File: config.mk
export PLATFORM = sky130hd
export DESIGN_NAME = scss_top
export DESIGN_NICKNAME = d
export VERILOG_FILES = /design/src/core/scss_pkg.sv /design/src/core/scss_ost.sv /design/src/core/scss_top.sv
export VERILOG_INCLUDE_DIRS = /design/src /design/src/core
export SDC_FILE = /design/constraint.sdc
export NUM_CORES = 1
export LEC_CHECK = 0
export ABC_AREA = 1
export BUFFER_PORTS_ARGS = -buffer_cell sky130_fd_sc_hd__buf_2
export CAP_MARGIN = 20
export CORE_ASPECT_RATIO = 0.7
export CORE_MARGIN = 5
export CORE_UTILIZATION = 38
export DETAILED_ROUTE_END_ITERATION = 8
export HOLD_SLACK_MARGIN = 0.02
export PLACE_DENSITY = 0.66
export SKIP_LAST_GASP = 1
export SLEW_MARGIN = 20
export SYNTH_ARGS = -nofsm -noshare
export SYNTH_HDL_FRONTEND = slang
export SYNTH_SLANG_ARGS = --single-unit
export TNS_END_PERCENT = 1
File: constraint.sdc
create_clock -name aclk -period 1.7 [get_ports aclk]
set_clock_uncertainty 0.2 [all_clocks]
set_input_delay 0.34 -clock aclk [delete_from_list [all_inputs] [get_ports aclk]]
set_output_delay 0.34 -clock aclk [all_outputs]
set_load 0.02 [all_outputs]
File: src/core/scss_map.svh
`ifndef SCSS_MAP_SVH
`define SCSS_MAP_SVH

// register byte offsets
`define SCSS_OFS_CTRL      8'h00
`define SCSS_OFS_STATUS    8'h04

// control register fields
`define SCSS_CTRL_SEL_LSB  0
`define SCSS_CTRL_SEL_MSB  1
`define SCSS_CTRL_LF_BIT   2
`define SCSS_CTRL_RESET    3'h0

// status register fields
`define SCSS_ST_SRC_LSB    0
`define SCSS_ST_SRC_MSB    1
`define SCSS_ST_BUSY_BIT   2
`define SCSS_ST_STW_BIT    3
`define SCSS_ST_GAIN_LSB   4
`define SCSS_ST_GAIN_MSB   5
`define SCSS_ST_PWR_LSB    6
`define SCSS_ST_PWR_MSB    7
`define SCSS_ST_CKO_BIT    8
`define SCSS_ST_CFG_LSB    9
`define SCSS_ST_CFG_MSB    11

// clock_source_config codes
`define SCSS_CFG_XTAL_LO    3'h0
`define SCSS_CFG_XTAL_MID   3'h1
`define SCSS_CFG_XTAL_HI    3'h2
`define SCSS_CFG_RC         3'h3
`define SCSS_CFG_INTOSC     3'h4
`define SCSS_CFG_LOGIC_LOW  3'h5
`define SCSS_CFG_LOGIC_MED  3'h6
`define SCSS_CFG_LOGIC_HIGH 3'h7

// system_clock_select codes
`define SCSS_SEL_CONFIG    2'h0
`define SCSS_SEL_SECOND    2'h1

// amplifier gain and external power range codes
`define SCSS_LVL_OFF       2'h0
`define SCSS_LVL_LOW       2'h1
`define SCSS_LVL_MED       2'h2
`define SCSS_LVL_HIGH      2'h3

// internal oscillator rates
`define SCSS_HF_INT_HZ     16000000
`define SCSS_LF_INT_HZ     31000

// start-up timer length in oscillator edges
`define SCSS_STARTUP_EDGES 1024

// axi response codes
`define SCSS_RESP_OKAY     2'h0
`define SCSS_RESP_SLVERR   2'h2

`endif

File: src/core/scss_pkg.sv
package scss_pkg;

	// switch sequencer states
	typedef enum logic [1:0] {
		SW_BOOT = 2'b00,
		SW_RUN  = 2'b01,
		SW_PARK = 2'b10,
		SW_WAIT = 2'b11
	} scss_sw_t;

	// system clock origins
	typedef enum logic [1:0] {
		SRC_EXT  = 2'b00,
		SRC_SOSC = 2'b01,
		SRC_HF   = 2'b10,
		SRC_LF   = 2'b11
	} scss_src_t;

endpackage : scss_pkg

File: src/core/scss_ost.sv
`timescale 1ns/1ps
`include "scss_map.svh"

module scss_startup #(
	parameter int EDGES = `SCSS_STARTUP_EDGES
) (
	input  wire logic aclk,     // system clock
	input  wire logic aresetn,  // sync reset, active low
	input  wire logic osc_lvl,  // external oscillator level
	input  wire logic restart,  // pulse: begin a new start-up count
	input  wire logic bypass,   // no start-up wait in this mode
	output logic      ready     // oscillator deemed stable
);
	localparam int CW = $clog2(EDGES + 1);

	initial begin
		if (EDGES < 1)
			$error("scss_startup: EDGES must be at least 1");
	end

	typedef struct packed {
		logic          prev;
		logic [CW-1:0] cnt;
		logic          done;
	} scss_startup_st_t;

	scss_startup_st_t st_r;
	scss_startup_st_t st_nxt;

	// count rising edges of the oscillator until the stable mark
	always_comb begin
		st_nxt      = st_r;
		st_nxt.prev = osc_lvl;
		if (restart) begin
			st_nxt.cnt  = '0;
			st_nxt.done = 1'b0;
		end else if (!st_r.done && osc_lvl && !st_r.prev) begin
			st_nxt.cnt = st_r.cnt + CW'(1);
			if (st_r.cnt == CW'(EDGES - 1))
				st_nxt.done = 1'b1;
		end
	end

	always_ff @(posedge aclk) begin
		if (!aresetn)
			st_r <= '0;
		else
			st_r <= st_nxt;
	end

	// bypass skips the wait altogether
	assign ready = st_r.done || bypass;

	a_startup_count: assert property (@(posedge aclk) disable iff (!aresetn)
		$rose(st_r.done) |-> $past(st_r.cnt) == CW'(EDGES - 1))
		else $error("start-up timer finished at wrong count");

endmodule : scss_startup

File: src/core/scss_top.sv
`timescale 1ns/1ps
`include "scss_map.svh"

module scss_top #(
	parameter int AW = 8
) (
	input  wire logic          aclk,                     // 25 MHz system clock
	input  wire logic          aresetn,                  // sync reset, active low
	input  wire logic [AW-1:0] s_axi_awaddr,             // write address
	input  wire logic          s_axi_awvalid,            // write address valid
	output logic               s_axi_awready,            // write address ready
	input  wire logic [31:0]   s_axi_wdata,              // write data
	input  wire logic [3:0]    s_axi_wstrb,              // write byte strobes
	input  wire logic          s_axi_wvalid,             // write data valid
	output logic               s_axi_wready,             // write data ready
	output logic [1:0]         s_axi_bresp,              // write response
	output logic               s_axi_bvalid,             // write response valid
	input  wire logic          s_axi_bready,             // write response ready
	input  wire logic [AW-1:0] s_axi_araddr,             // read address
	input  wire logic          s_axi_arvalid,            // read address valid
	output logic               s_axi_arready,            // read address ready
	output logic [31:0]        s_axi_rdata,              // read data
	output logic [1:0]         s_axi_rresp,              // read response
	output logic               s_axi_rvalid,             // read data valid
	input  wire logic          s_axi_rready,             // read data ready
	input  wire logic [2:0]    clock_source_config,      // non-volatile source code
	input  wire logic          clock_out_pin_enable,     // 1: pin drives clock out
	input  wire logic          first_osc_pin,            // external source level
	input  wire logic          secondary_crystal_in_pin, // secondary osc level
	input  wire logic          hf_int_osc,               // 16 MHz internal level
	input  wire logic          low_freq_internal_osc,    // 31 kHz internal level
	input  wire logic          wake_pulse,               // pulse: wake from sleep
	input  wire logic          gpio_out,                 // port value for pin
	input  wire logic          gpio_oe,                  // port enable for pin
	output logic               sys_clk,                  // system clock level
	output logic               second_osc_pin_out,       // pin output value
	output logic               second_osc_pin_oe,        // pin output enable
	output logic [1:0]         amp_gain,                 // crystal amplifier gain
	output logic [1:0]         logic_clk_power,          // external clock power range
	output logic               startup_timer_running     // start-up wait in progress
);

	initial begin
		if (AW < 3)
			$error("scss_top: AW too narrow for register map");
	end

	typedef struct packed {
		scss_pkg::scss_sw_t  sw;
		scss_pkg::scss_src_t cur;
		scss_pkg::scss_src_t tgt;
		logic [2:0]          cfg;
		logic [1:0]          sel;
		logic                lf;
		logic                stw_go;
		logic                clk;
		logic                pin_out;
		logic                pin_oe;
		logic [1:0]          gain;
		logic [1:0]          pwr;
		logic                ostr;
		logic                awr;
		logic                bv;
		logic [1:0]          br;
		logic                arr;
		logic                rv;
		logic [1:0]          rr;
		logic [31:0]         rd;
	} scss_st_t;

	scss_st_t st_r;
	scss_st_t st_nxt;
	logic     stw_ready;

	////////////////////////////////////////////////////////////////////////////
	// decode helpers

	// source wanted for a select code
	function automatic scss_pkg::scss_src_t want_src(input logic [1:0] sel, input logic lf,
			input logic [2:0] cfg);
		if (sel == `SCSS_SEL_CONFIG)
			want_src = (cfg == `SCSS_CFG_INTOSC) ? scss_pkg::SRC_HF : scss_pkg::SRC_EXT;
		else if (sel == `SCSS_SEL_SECOND)
			want_src = scss_pkg::SRC_SOSC;
		else
			want_src = lf ? scss_pkg::SRC_LF : scss_pkg::SRC_HF;
	endfunction : want_src

	// level of a given source right now
	function automatic logic src_lvl(input scss_pkg::scss_src_t s, input logic ext, input logic sosc,
			input logic hf, input logic lfo);
		unique case (s)
			scss_pkg::SRC_EXT:  src_lvl = ext;
			scss_pkg::SRC_SOSC: src_lvl = sosc;
			scss_pkg::SRC_HF:   src_lvl = hf;
			scss_pkg::SRC_LF:   src_lvl = lfo;
		endcase
	endfunction : src_lvl

	function automatic logic is_crystal(input logic [2:0] cfg);
		is_crystal = (cfg == `SCSS_CFG_XTAL_LO) || (cfg == `SCSS_CFG_XTAL_MID) || (cfg == `SCSS_CFG_XTAL_HI);
	endfunction : is_crystal

	logic cur_lvl;
	logic tgt_lvl;
	logic stw_bypass;
	assign cur_lvl    = src_lvl(st_r.cur, first_osc_pin, secondary_crystal_in_pin, hf_int_osc,
		low_freq_internal_osc);
	assign tgt_lvl    = src_lvl(st_r.tgt, first_osc_pin, secondary_crystal_in_pin, hf_int_osc,
		low_freq_internal_osc);
	// only a crystal needs settling time; logic clock, rc and internal start at once
	assign stw_bypass = !is_crystal(st_r.cfg);

	scss_startup u_scss_startup (
		.aclk    (aclk),
		.aresetn (aresetn),
		.osc_lvl (first_osc_pin),
		.restart (st_r.stw_go),
		.bypass  (stw_bypass),
		.ready   (stw_ready)
	);

	////////////////////////////////////////////////////////////////////////////
	// next state

	always_comb begin
		scss_pkg::scss_src_t w;
		logic                wr_go;
		logic                rd_go;
		logic                ext_ok;
		w      = want_src(st_r.sel, st_r.lf, st_r.cfg);
		wr_go  = 1'b0;
		rd_go  = 1'b0;
		ext_ok = 1'b0;
		st_nxt = st_r;
		st_nxt.stw_go = 1'b0;

		// switch sequencer: stop old source only while low, start new one from low
		unique case (st_r.sw)
			scss_pkg::SW_BOOT: begin
				st_nxt.cfg    = clock_source_config;
				st_nxt.tgt    = want_src(st_r.sel, st_r.lf, clock_source_config);
				st_nxt.cur    = st_nxt.tgt;
				st_nxt.stw_go = 1'b1;
				st_nxt.sw     = scss_pkg::SW_WAIT;
			end
			scss_pkg::SW_RUN: begin
				// a stalled source just freezes the output; nothing is reset
				st_nxt.clk = cur_lvl;
				if (w != st_r.cur) begin
					st_nxt.tgt = w;
					st_nxt.sw  = scss_pkg::SW_PARK;
				end else if (wake_pulse && st_r.cur == scss_pkg::SRC_EXT && is_crystal(st_r.cfg)) begin
					st_nxt.tgt = st_r.cur;
					st_nxt.sw  = scss_pkg::SW_PARK;
				end
			end
			scss_pkg::SW_PARK: begin
				st_nxt.clk = cur_lvl;
				if (!cur_lvl) begin
					st_nxt.clk    = 1'b0;
					st_nxt.stw_go = (st_r.tgt == scss_pkg::SRC_EXT);
					st_nxt.sw     = scss_pkg::SW_WAIT;
				end
			end
			scss_pkg::SW_WAIT: begin
				st_nxt.clk = 1'b0;
				ext_ok     = (st_r.tgt != scss_pkg::SRC_EXT) || (stw_ready && !st_r.stw_go);
				if (ext_ok && !tgt_lvl) begin
					st_nxt.cur = st_r.tgt;
					st_nxt.sw  = scss_pkg::SW_RUN;
				end
			end
		endcase
		// judged on the config being loaded, so the boot cycle already knows the mode
		st_nxt.ostr = (st_nxt.sw == scss_pkg::SW_WAIT) && (st_nxt.tgt == scss_pkg::SRC_EXT) && is_crystal(st_nxt.cfg);

		// gain follows crystal mode, power range follows logic clock code
		unique case (st_nxt.cfg)
			`SCSS_CFG_XTAL_LO:  st_nxt.gain = `SCSS_LVL_LOW;
			`SCSS_CFG_XTAL_MID: st_nxt.gain = `SCSS_LVL_MED;
			`SCSS_CFG_XTAL_HI:  st_nxt.gain = `SCSS_LVL_HIGH;
			default:           st_nxt.gain = `SCSS_LVL_OFF;
		endcase
		unique case (st_nxt.cfg)
			`SCSS_CFG_LOGIC_HIGH: st_nxt.pwr = `SCSS_LVL_HIGH;
			`SCSS_CFG_LOGIC_MED:  st_nxt.pwr = `SCSS_LVL_MED;
			`SCSS_CFG_LOGIC_LOW:  st_nxt.pwr = `SCSS_LVL_LOW;
			default:           st_nxt.pwr = `SCSS_LVL_OFF;
		endcase

		// second pin: crystal owns it, otherwise clock out or gpio
		if (is_crystal(st_nxt.cfg)) begin
			st_nxt.pin_out = 1'b0;
			st_nxt.pin_oe  = 1'b0;
		end else if (clock_out_pin_enable) begin
			st_nxt.pin_out = st_nxt.clk;
			st_nxt.pin_oe  = 1'b1;
		end else begin
			st_nxt.pin_out = gpio_out;
			st_nxt.pin_oe  = gpio_oe;
		end

		// axi write: both channels taken in one beat, response after
		if (st_r.awr) begin
			st_nxt.awr = 1'b0;
			wr_go      = 1'b1;
		end else if (s_axi_awvalid && s_axi_wvalid && !st_r.bv) begin
			st_nxt.awr = 1'b1;
		end
		if (wr_go) begin
			st_nxt.bv = 1'b1;
			st_nxt.br = `SCSS_RESP_SLVERR;
			if (s_axi_awaddr == AW'(`SCSS_OFS_CTRL)) begin
				st_nxt.br = `SCSS_RESP_OKAY;
				if (s_axi_wstrb[0]) begin
					st_nxt.sel = s_axi_wdata[`SCSS_CTRL_SEL_MSB:`SCSS_CTRL_SEL_LSB];
					st_nxt.lf  = s_axi_wdata[`SCSS_CTRL_LF_BIT];
				end
			end else if (s_axi_awaddr == AW'(`SCSS_OFS_STATUS)) begin
				st_nxt.br = `SCSS_RESP_OKAY;
			end
		end else if (st_r.bv && s_axi_bready) begin
			st_nxt.bv = 1'b0;
		end

		// axi read
		if (st_r.arr) begin
			st_nxt.arr = 1'b0;
			rd_go      = 1'b1;
		end else if (s_axi_arvalid && !st_r.rv) begin
			st_nxt.arr = 1'b1;
		end
		if (rd_go) begin
			st_nxt.rv = 1'b1;
			st_nxt.rd = '0;
			st_nxt.rr = `SCSS_RESP_OKAY;
			if (s_axi_araddr == AW'(`SCSS_OFS_CTRL)) begin
				st_nxt.rd[`SCSS_CTRL_SEL_MSB:`SCSS_CTRL_SEL_LSB] = st_r.sel;
				st_nxt.rd[`SCSS_CTRL_LF_BIT]                     = st_r.lf;
			end else if (s_axi_araddr == AW'(`SCSS_OFS_STATUS)) begin
				st_nxt.rd[`SCSS_ST_SRC_MSB:`SCSS_ST_SRC_LSB]   = st_r.cur;
				st_nxt.rd[`SCSS_ST_BUSY_BIT]                   = (st_r.sw != scss_pkg::SW_RUN) || (w != st_r.cur);
				st_nxt.rd[`SCSS_ST_STW_BIT]                    = st_r.ostr;
				st_nxt.rd[`SCSS_ST_GAIN_MSB:`SCSS_ST_GAIN_LSB] = st_r.gain;
				st_nxt.rd[`SCSS_ST_PWR_MSB:`SCSS_ST_PWR_LSB]   = st_r.pwr;
				st_nxt.rd[`SCSS_ST_CKO_BIT]                    = st_r.pin_oe && !is_crystal(st_r.cfg);
				st_nxt.rd[`SCSS_ST_CFG_MSB:`SCSS_ST_CFG_LSB]   = st_r.cfg;
			end else begin
				st_nxt.rr = `SCSS_RESP_SLVERR;
			end
		end else if (st_r.rv && s_axi_rready) begin
			st_nxt.rv = 1'b0;
		end
	end

	// config is loaded from the pins in the first cycle after reset, not in reset
	always_ff @(posedge aclk) begin
		if (!aresetn) begin
			st_r                <= '0;
			st_r.sw             <= scss_pkg::SW_BOOT;
			{st_r.lf, st_r.sel} <= `SCSS_CTRL_RESET;
		end else begin
			st_r <= st_nxt;
		end
	end

	////////////////////////////////////////////////////////////////////////////
	// outputs

	assign s_axi_awready      = st_r.awr;
	assign s_axi_wready       = st_r.awr;
	assign s_axi_bvalid       = st_r.bv;
	assign s_axi_bresp        = st_r.br;
	assign s_axi_arready      = st_r.arr;
	assign s_axi_rvalid       = st_r.rv;
	assign s_axi_rresp        = st_r.rr;
	assign s_axi_rdata        = st_r.rd;
	assign sys_clk            = st_r.clk;
	assign second_osc_pin_out = st_r.pin_out;
	assign second_osc_pin_oe  = st_r.pin_oe;
	assign amp_gain           = st_r.gain;
	assign logic_clk_power    = st_r.pwr;
	assign startup_timer_running = st_r.ostr;

	////////////////////////////////////////////////////////////////////////////
	// checks

	a_boot_source: assert property (@(posedge aclk) disable iff (!aresetn)
		st_r.sw == scss_pkg::SW_BOOT && aresetn |=> st_r.cfg == $past(clock_source_config))
		else $error("boot did not load configured source");

	a_select_switch: assert property (@(posedge aclk) disable iff (!aresetn)
		(st_r.sw == scss_pkg::SW_RUN && want_src(st_r.sel, st_r.lf, st_r.cfg) != st_r.cur)
		|=> st_r.sw == scss_pkg::SW_PARK)
		else $error("select change did not start a switch");

	a_internal_pick: assert property (@(posedge aclk) disable iff (!aresetn)
		(st_r.sw == scss_pkg::SW_RUN && st_r.sel[1] && st_r.cur != (st_r.lf ? scss_pkg::SRC_LF : scss_pkg::SRC_HF))
		|=> st_r.tgt == ($past(st_r.lf) ? scss_pkg::SRC_LF : scss_pkg::SRC_HF))
		else $error("internal select targeted wrong oscillator");

	a_logic_range: assert property (@(posedge aclk) disable iff (!aresetn)
		(st_r.sw != scss_pkg::SW_BOOT && st_r.cfg == `SCSS_CFG_LOGIC_HIGH) |-> st_r.pwr == `SCSS_LVL_HIGH)
		else $error("external clock power range wrong");

	a_logic_no_wait: assert property (@(posedge aclk) disable iff (!aresetn)
		st_r.cfg[2] && st_r.cfg != `SCSS_CFG_INTOSC |-> !st_r.ostr)
		else $error("start-up timer ran in logic clock mode");

	a_halt_hold: assert property (@(posedge aclk) disable iff (!aresetn)
		(st_r.sw == scss_pkg::SW_RUN && $stable(cur_lvl) && $past(st_r.sw) == scss_pkg::SW_RUN
		&& $past(st_r.cur) == st_r.cur) |=> $stable(st_r.clk) || st_r.sw != scss_pkg::SW_RUN)
		else $error("clock moved while its source stood still");

	a_pin_clkout: assert property (@(posedge aclk) disable iff (!aresetn)
		(st_r.sw != scss_pkg::SW_BOOT && !is_crystal(st_r.cfg) && clock_out_pin_enable)
		|=> second_osc_pin_oe && second_osc_pin_out == sys_clk)
		else $error("clock out pin not driving clock");

	a_xtal_gain: assert property (@(posedge aclk) disable iff (!aresetn)
		(st_r.sw != scss_pkg::SW_BOOT && st_r.cfg == `SCSS_CFG_XTAL_LO) |-> st_r.gain == `SCSS_LVL_LOW)
		else $error("crystal gain wrong");

	a_no_runt: assert property (@(posedge aclk) disable iff (!aresetn)
		(st_r.sw == scss_pkg::SW_WAIT) |-> !st_r.clk)
		else $error("clock high during source handover");

	c_switch_done: cover property (@(posedge aclk) disable iff (!aresetn)
		st_r.sw == scss_pkg::SW_WAIT ##1 st_r.sw == scss_pkg::SW_RUN);
	c_to_lf: cover property (@(posedge aclk) disable iff (!aresetn) st_r.cur == scss_pkg::SRC_LF);
	c_startup_wait: cover property (@(posedge aclk) disable iff (!aresetn) $fell(st_r.ostr));
	c_bad_read: cover property (@(posedge aclk) disable iff (!aresetn)
		st_r.rv && st_r.rr == `SCSS_RESP_SLVERR);

endmodule : scss_top

==> reports/qor.csv <==
metric,value,unit
status,finished clean,
hold_violations,0,
die_w,111,um
final_area,3080,um^2
die_area,8960,um^2
cts_sinks,52,
ant_nets,0,
antenna_found_initial,0,
netlist_top_cells_area,"dfxtp_1 (38%), buf_4 (11%), nand2_1 (6.9%)",
nets,492,
numPortBuffers,64,
synthDistinctLibCells,36,
dp_cells,506,
whs,0.0332,ns
fin_crit_sh,94.2,%
finalSetupViolCount,0,
endpoint_kind,primary output,
fp.dieH,80.7,um
hpwlAfterDp,4690,um
seqCellArea,1040,um^2
viasPerCell,4.58,
cp_top_family,flip-flops,
place_area,2940,um^2
period_minus_slack,1.60,ns
coreArea,6850,um^2
cp.required,1.16,ns
arrival,1.06,ns
crit_cells,1,
synth_top_area_share,38.4,%
htree_levels,2,
gp_congestion,0.873,
final-instance-count-excl-fill,516,
remaining_drc_errors,0,
drv_cap,0,
n_antenna_cell,0,
cts_root_buf,clkbuf_8,
wire_per_inst,11.6,um
syn_inst,368,
leakagePower,0.00144,uW
detail_route.first_pass.iterations,4,
clock_latency,0.31,ns
io_pins,119,
start_util,39.6,%
avgSynthCellArea,7.37,um^2
post_cts_buffers,0,
cts_tree,built,
max_freq,624,MHz
wirelength,6000,um
crit_path_max_fanout,10,
grt_max_degree,17,
cts.clk_slew.worst_paths,0.10,ns
final_cell_mix,"buf_2 (64), dfxtp_1 (51), nand2_1 (50), inv_1 (47), nor2_1 (35)",
worst_hold_path_type,primary input to flop,
drv_slew,0,
fin_util,44.9,%
yosysWarnings,0,
r2r_start,st_r[53],
p_per_area,867,nW/um^2
ys_ff_latch,52,
reg2reg_to,st_r[57],
reg2regPathDepth,8,
worstPathCellList,buf_2,
via_count,2365,
crit_path_start,s_axi_arready,
endpoint,s_axi_arready,
fillers,682,
slowest_delay,0.52,ns
regToRegSetupSlack,0.1,ns
cpMaxStageDelayCell,dfxtp_1,
rsz0062_at_grt,yes,
synth_area,2710,um^2
critPathKind,flop to primary output,
cts_inserted_buffers,5,
crit_path_start_kind,flop,
std_cell_rows,25,
synth_seq_area_share,38.4,%
layout_commonest_cell,buf_2,
grt_pass1_vias,2214,
cp_num_buf_inv,1,
cts_buffer_depth,2,
drive_gt1_share,26.5,%
drt_iter0_markers,87,
tns,0,ns
grtUsageTotal,13.6,%
overflow,0,
ir_drop,0.359,mV
grt_pass1_wl,9920,um
synth_top_area_cell,dfxtp_1,
synthToLayoutAreaGrowth,13.4,%
multi_input_area,1230,um^2
==> through the flow <==
| stage | setup slack [ns] | power (uW) |
|---|---|---|
| after floorplan | 0.259 | 1720 |
| after global placement | 0.0736 | 1810 |
| after global routing | -0.0184 | 2800 |
| final | 0.0978 | 2670 |
| after CTS | 0.0603 | 2680 |
| after detailed placement | 0.0519 | 1810 |
==> worst min-delay path by stage <==
stage                     cells past startpoint  slack (ns)            endpoint                  from
final                                         2        0.03  second_osc_pin_out  clock_out_pin_enable
after global routing                          2        0.03  second_osc_pin_out  clock_out_pin_enable
after CTS                                     2        0.02  second_osc_pin_out  clock_out_pin_enable
after floorplan                               1        0.22  second_osc_pin_out  clock_out_pin_enable
after global placement                        1        0.23       s_axi_arready          s_axi_rvalid
after detailed placement                      1        0.23       s_axi_arready          s_axi_rvalid
==> cell families after synthesis <==
kind of cell | count (synthesis) | share of synthesized area [%]
AND/OR/NAND/NOR | 143 | 26.8
AO/OA/AOI/OAI | 71 | 14.5
buffers and inverters | 100 | 19.7
adder cells (fa/ha/maj) | 1 | 0.461
flip-flops | 52 | 38.4
other | 1 | 0.138
==> repair_timing <==
| action | CTS | global route |
|---|---|---|
| endpoints found under the hold margin | 1 | 0 |
| endpoints found under the setup margin | 0 | 2 |
| resized for setup | 0 | 3 |
| hold buffers | 1 | 0 |
==> routing by layer <==
layer	track usage [%]	up-vias	part of all wire [%]	routed length, um
li1	-	1232	-	-
met1	17.9	1049	49	2950
met2	21.1	79	42	2530
met3	3.99	5	7.7	461
met4	4.80	0	0.98	59
met5	0	-	0	0
==> sequential cells by signal (all words and copies together), names as in the netlist <==
| register | flops |
|---|---|
| amp_gain | 2 |
| logic_clk_power | 2 |
| s_axi_arready | 1 |
| s_axi_awready | 1 |
| s_axi_bresp | 1 |
| s_axi_bvalid | 1 |
| s_axi_rdata | 12 |
| s_axi_rresp | 1 |
| s_axi_rvalid | 1 |
| second_osc_pin_oe | 1 |
| second_osc_pin_out | 1 |
| st_r | 13 |
| startup_timer_running | 1 |
| sys_clk | 1 |
| u_scss_startup.st_r | 13 |
==> synth_stat cells <==
cell type  number
o21bai_1        1
nor3_1          6
clkbuf_1        5
a31oi_1         1
inv_2           6
nor2_1         36
nand2_2         2
nand2_1        50
a21oi_2         3
or2_2           1
o21ai_0        28
nor3_4          1
conb_1          1
inv_6           1
buf_4          41
nor2_2          3
o211ai_1        1
nand3_4         1
dfxtp_1        52
nor3_2          1
nor2_4          3
a21oi_1        26
or2_1           1
nor4_1          3
o221ai_1        2
nand3_1        21
inv_1          47
o21ai_1         4
nand4_2         1
o21a_1          4
nand3_2         6
o21ai_2         1
nand2_4         2
nor3b_1         2
nand4_1         3
ha_1            1
==> area by class of cell <==
type	instances	share of cell area, %
inverters	54	6.75
clock buffers	6	2.36
clock inverters	2	1.26
repair buffers	70	12.0
well taps	94	3.82
flip-flops and latches	52	33.9
multi-input cells	238	40.0
==> power by group <==
group | internal [uW] | switching, uW | total, uW
registers | 1280 | 52.3 | 1330
clock network | 446 | 423 | 869
logic | 156 | 312 | 468
Power figures use the tool's default switching activity.
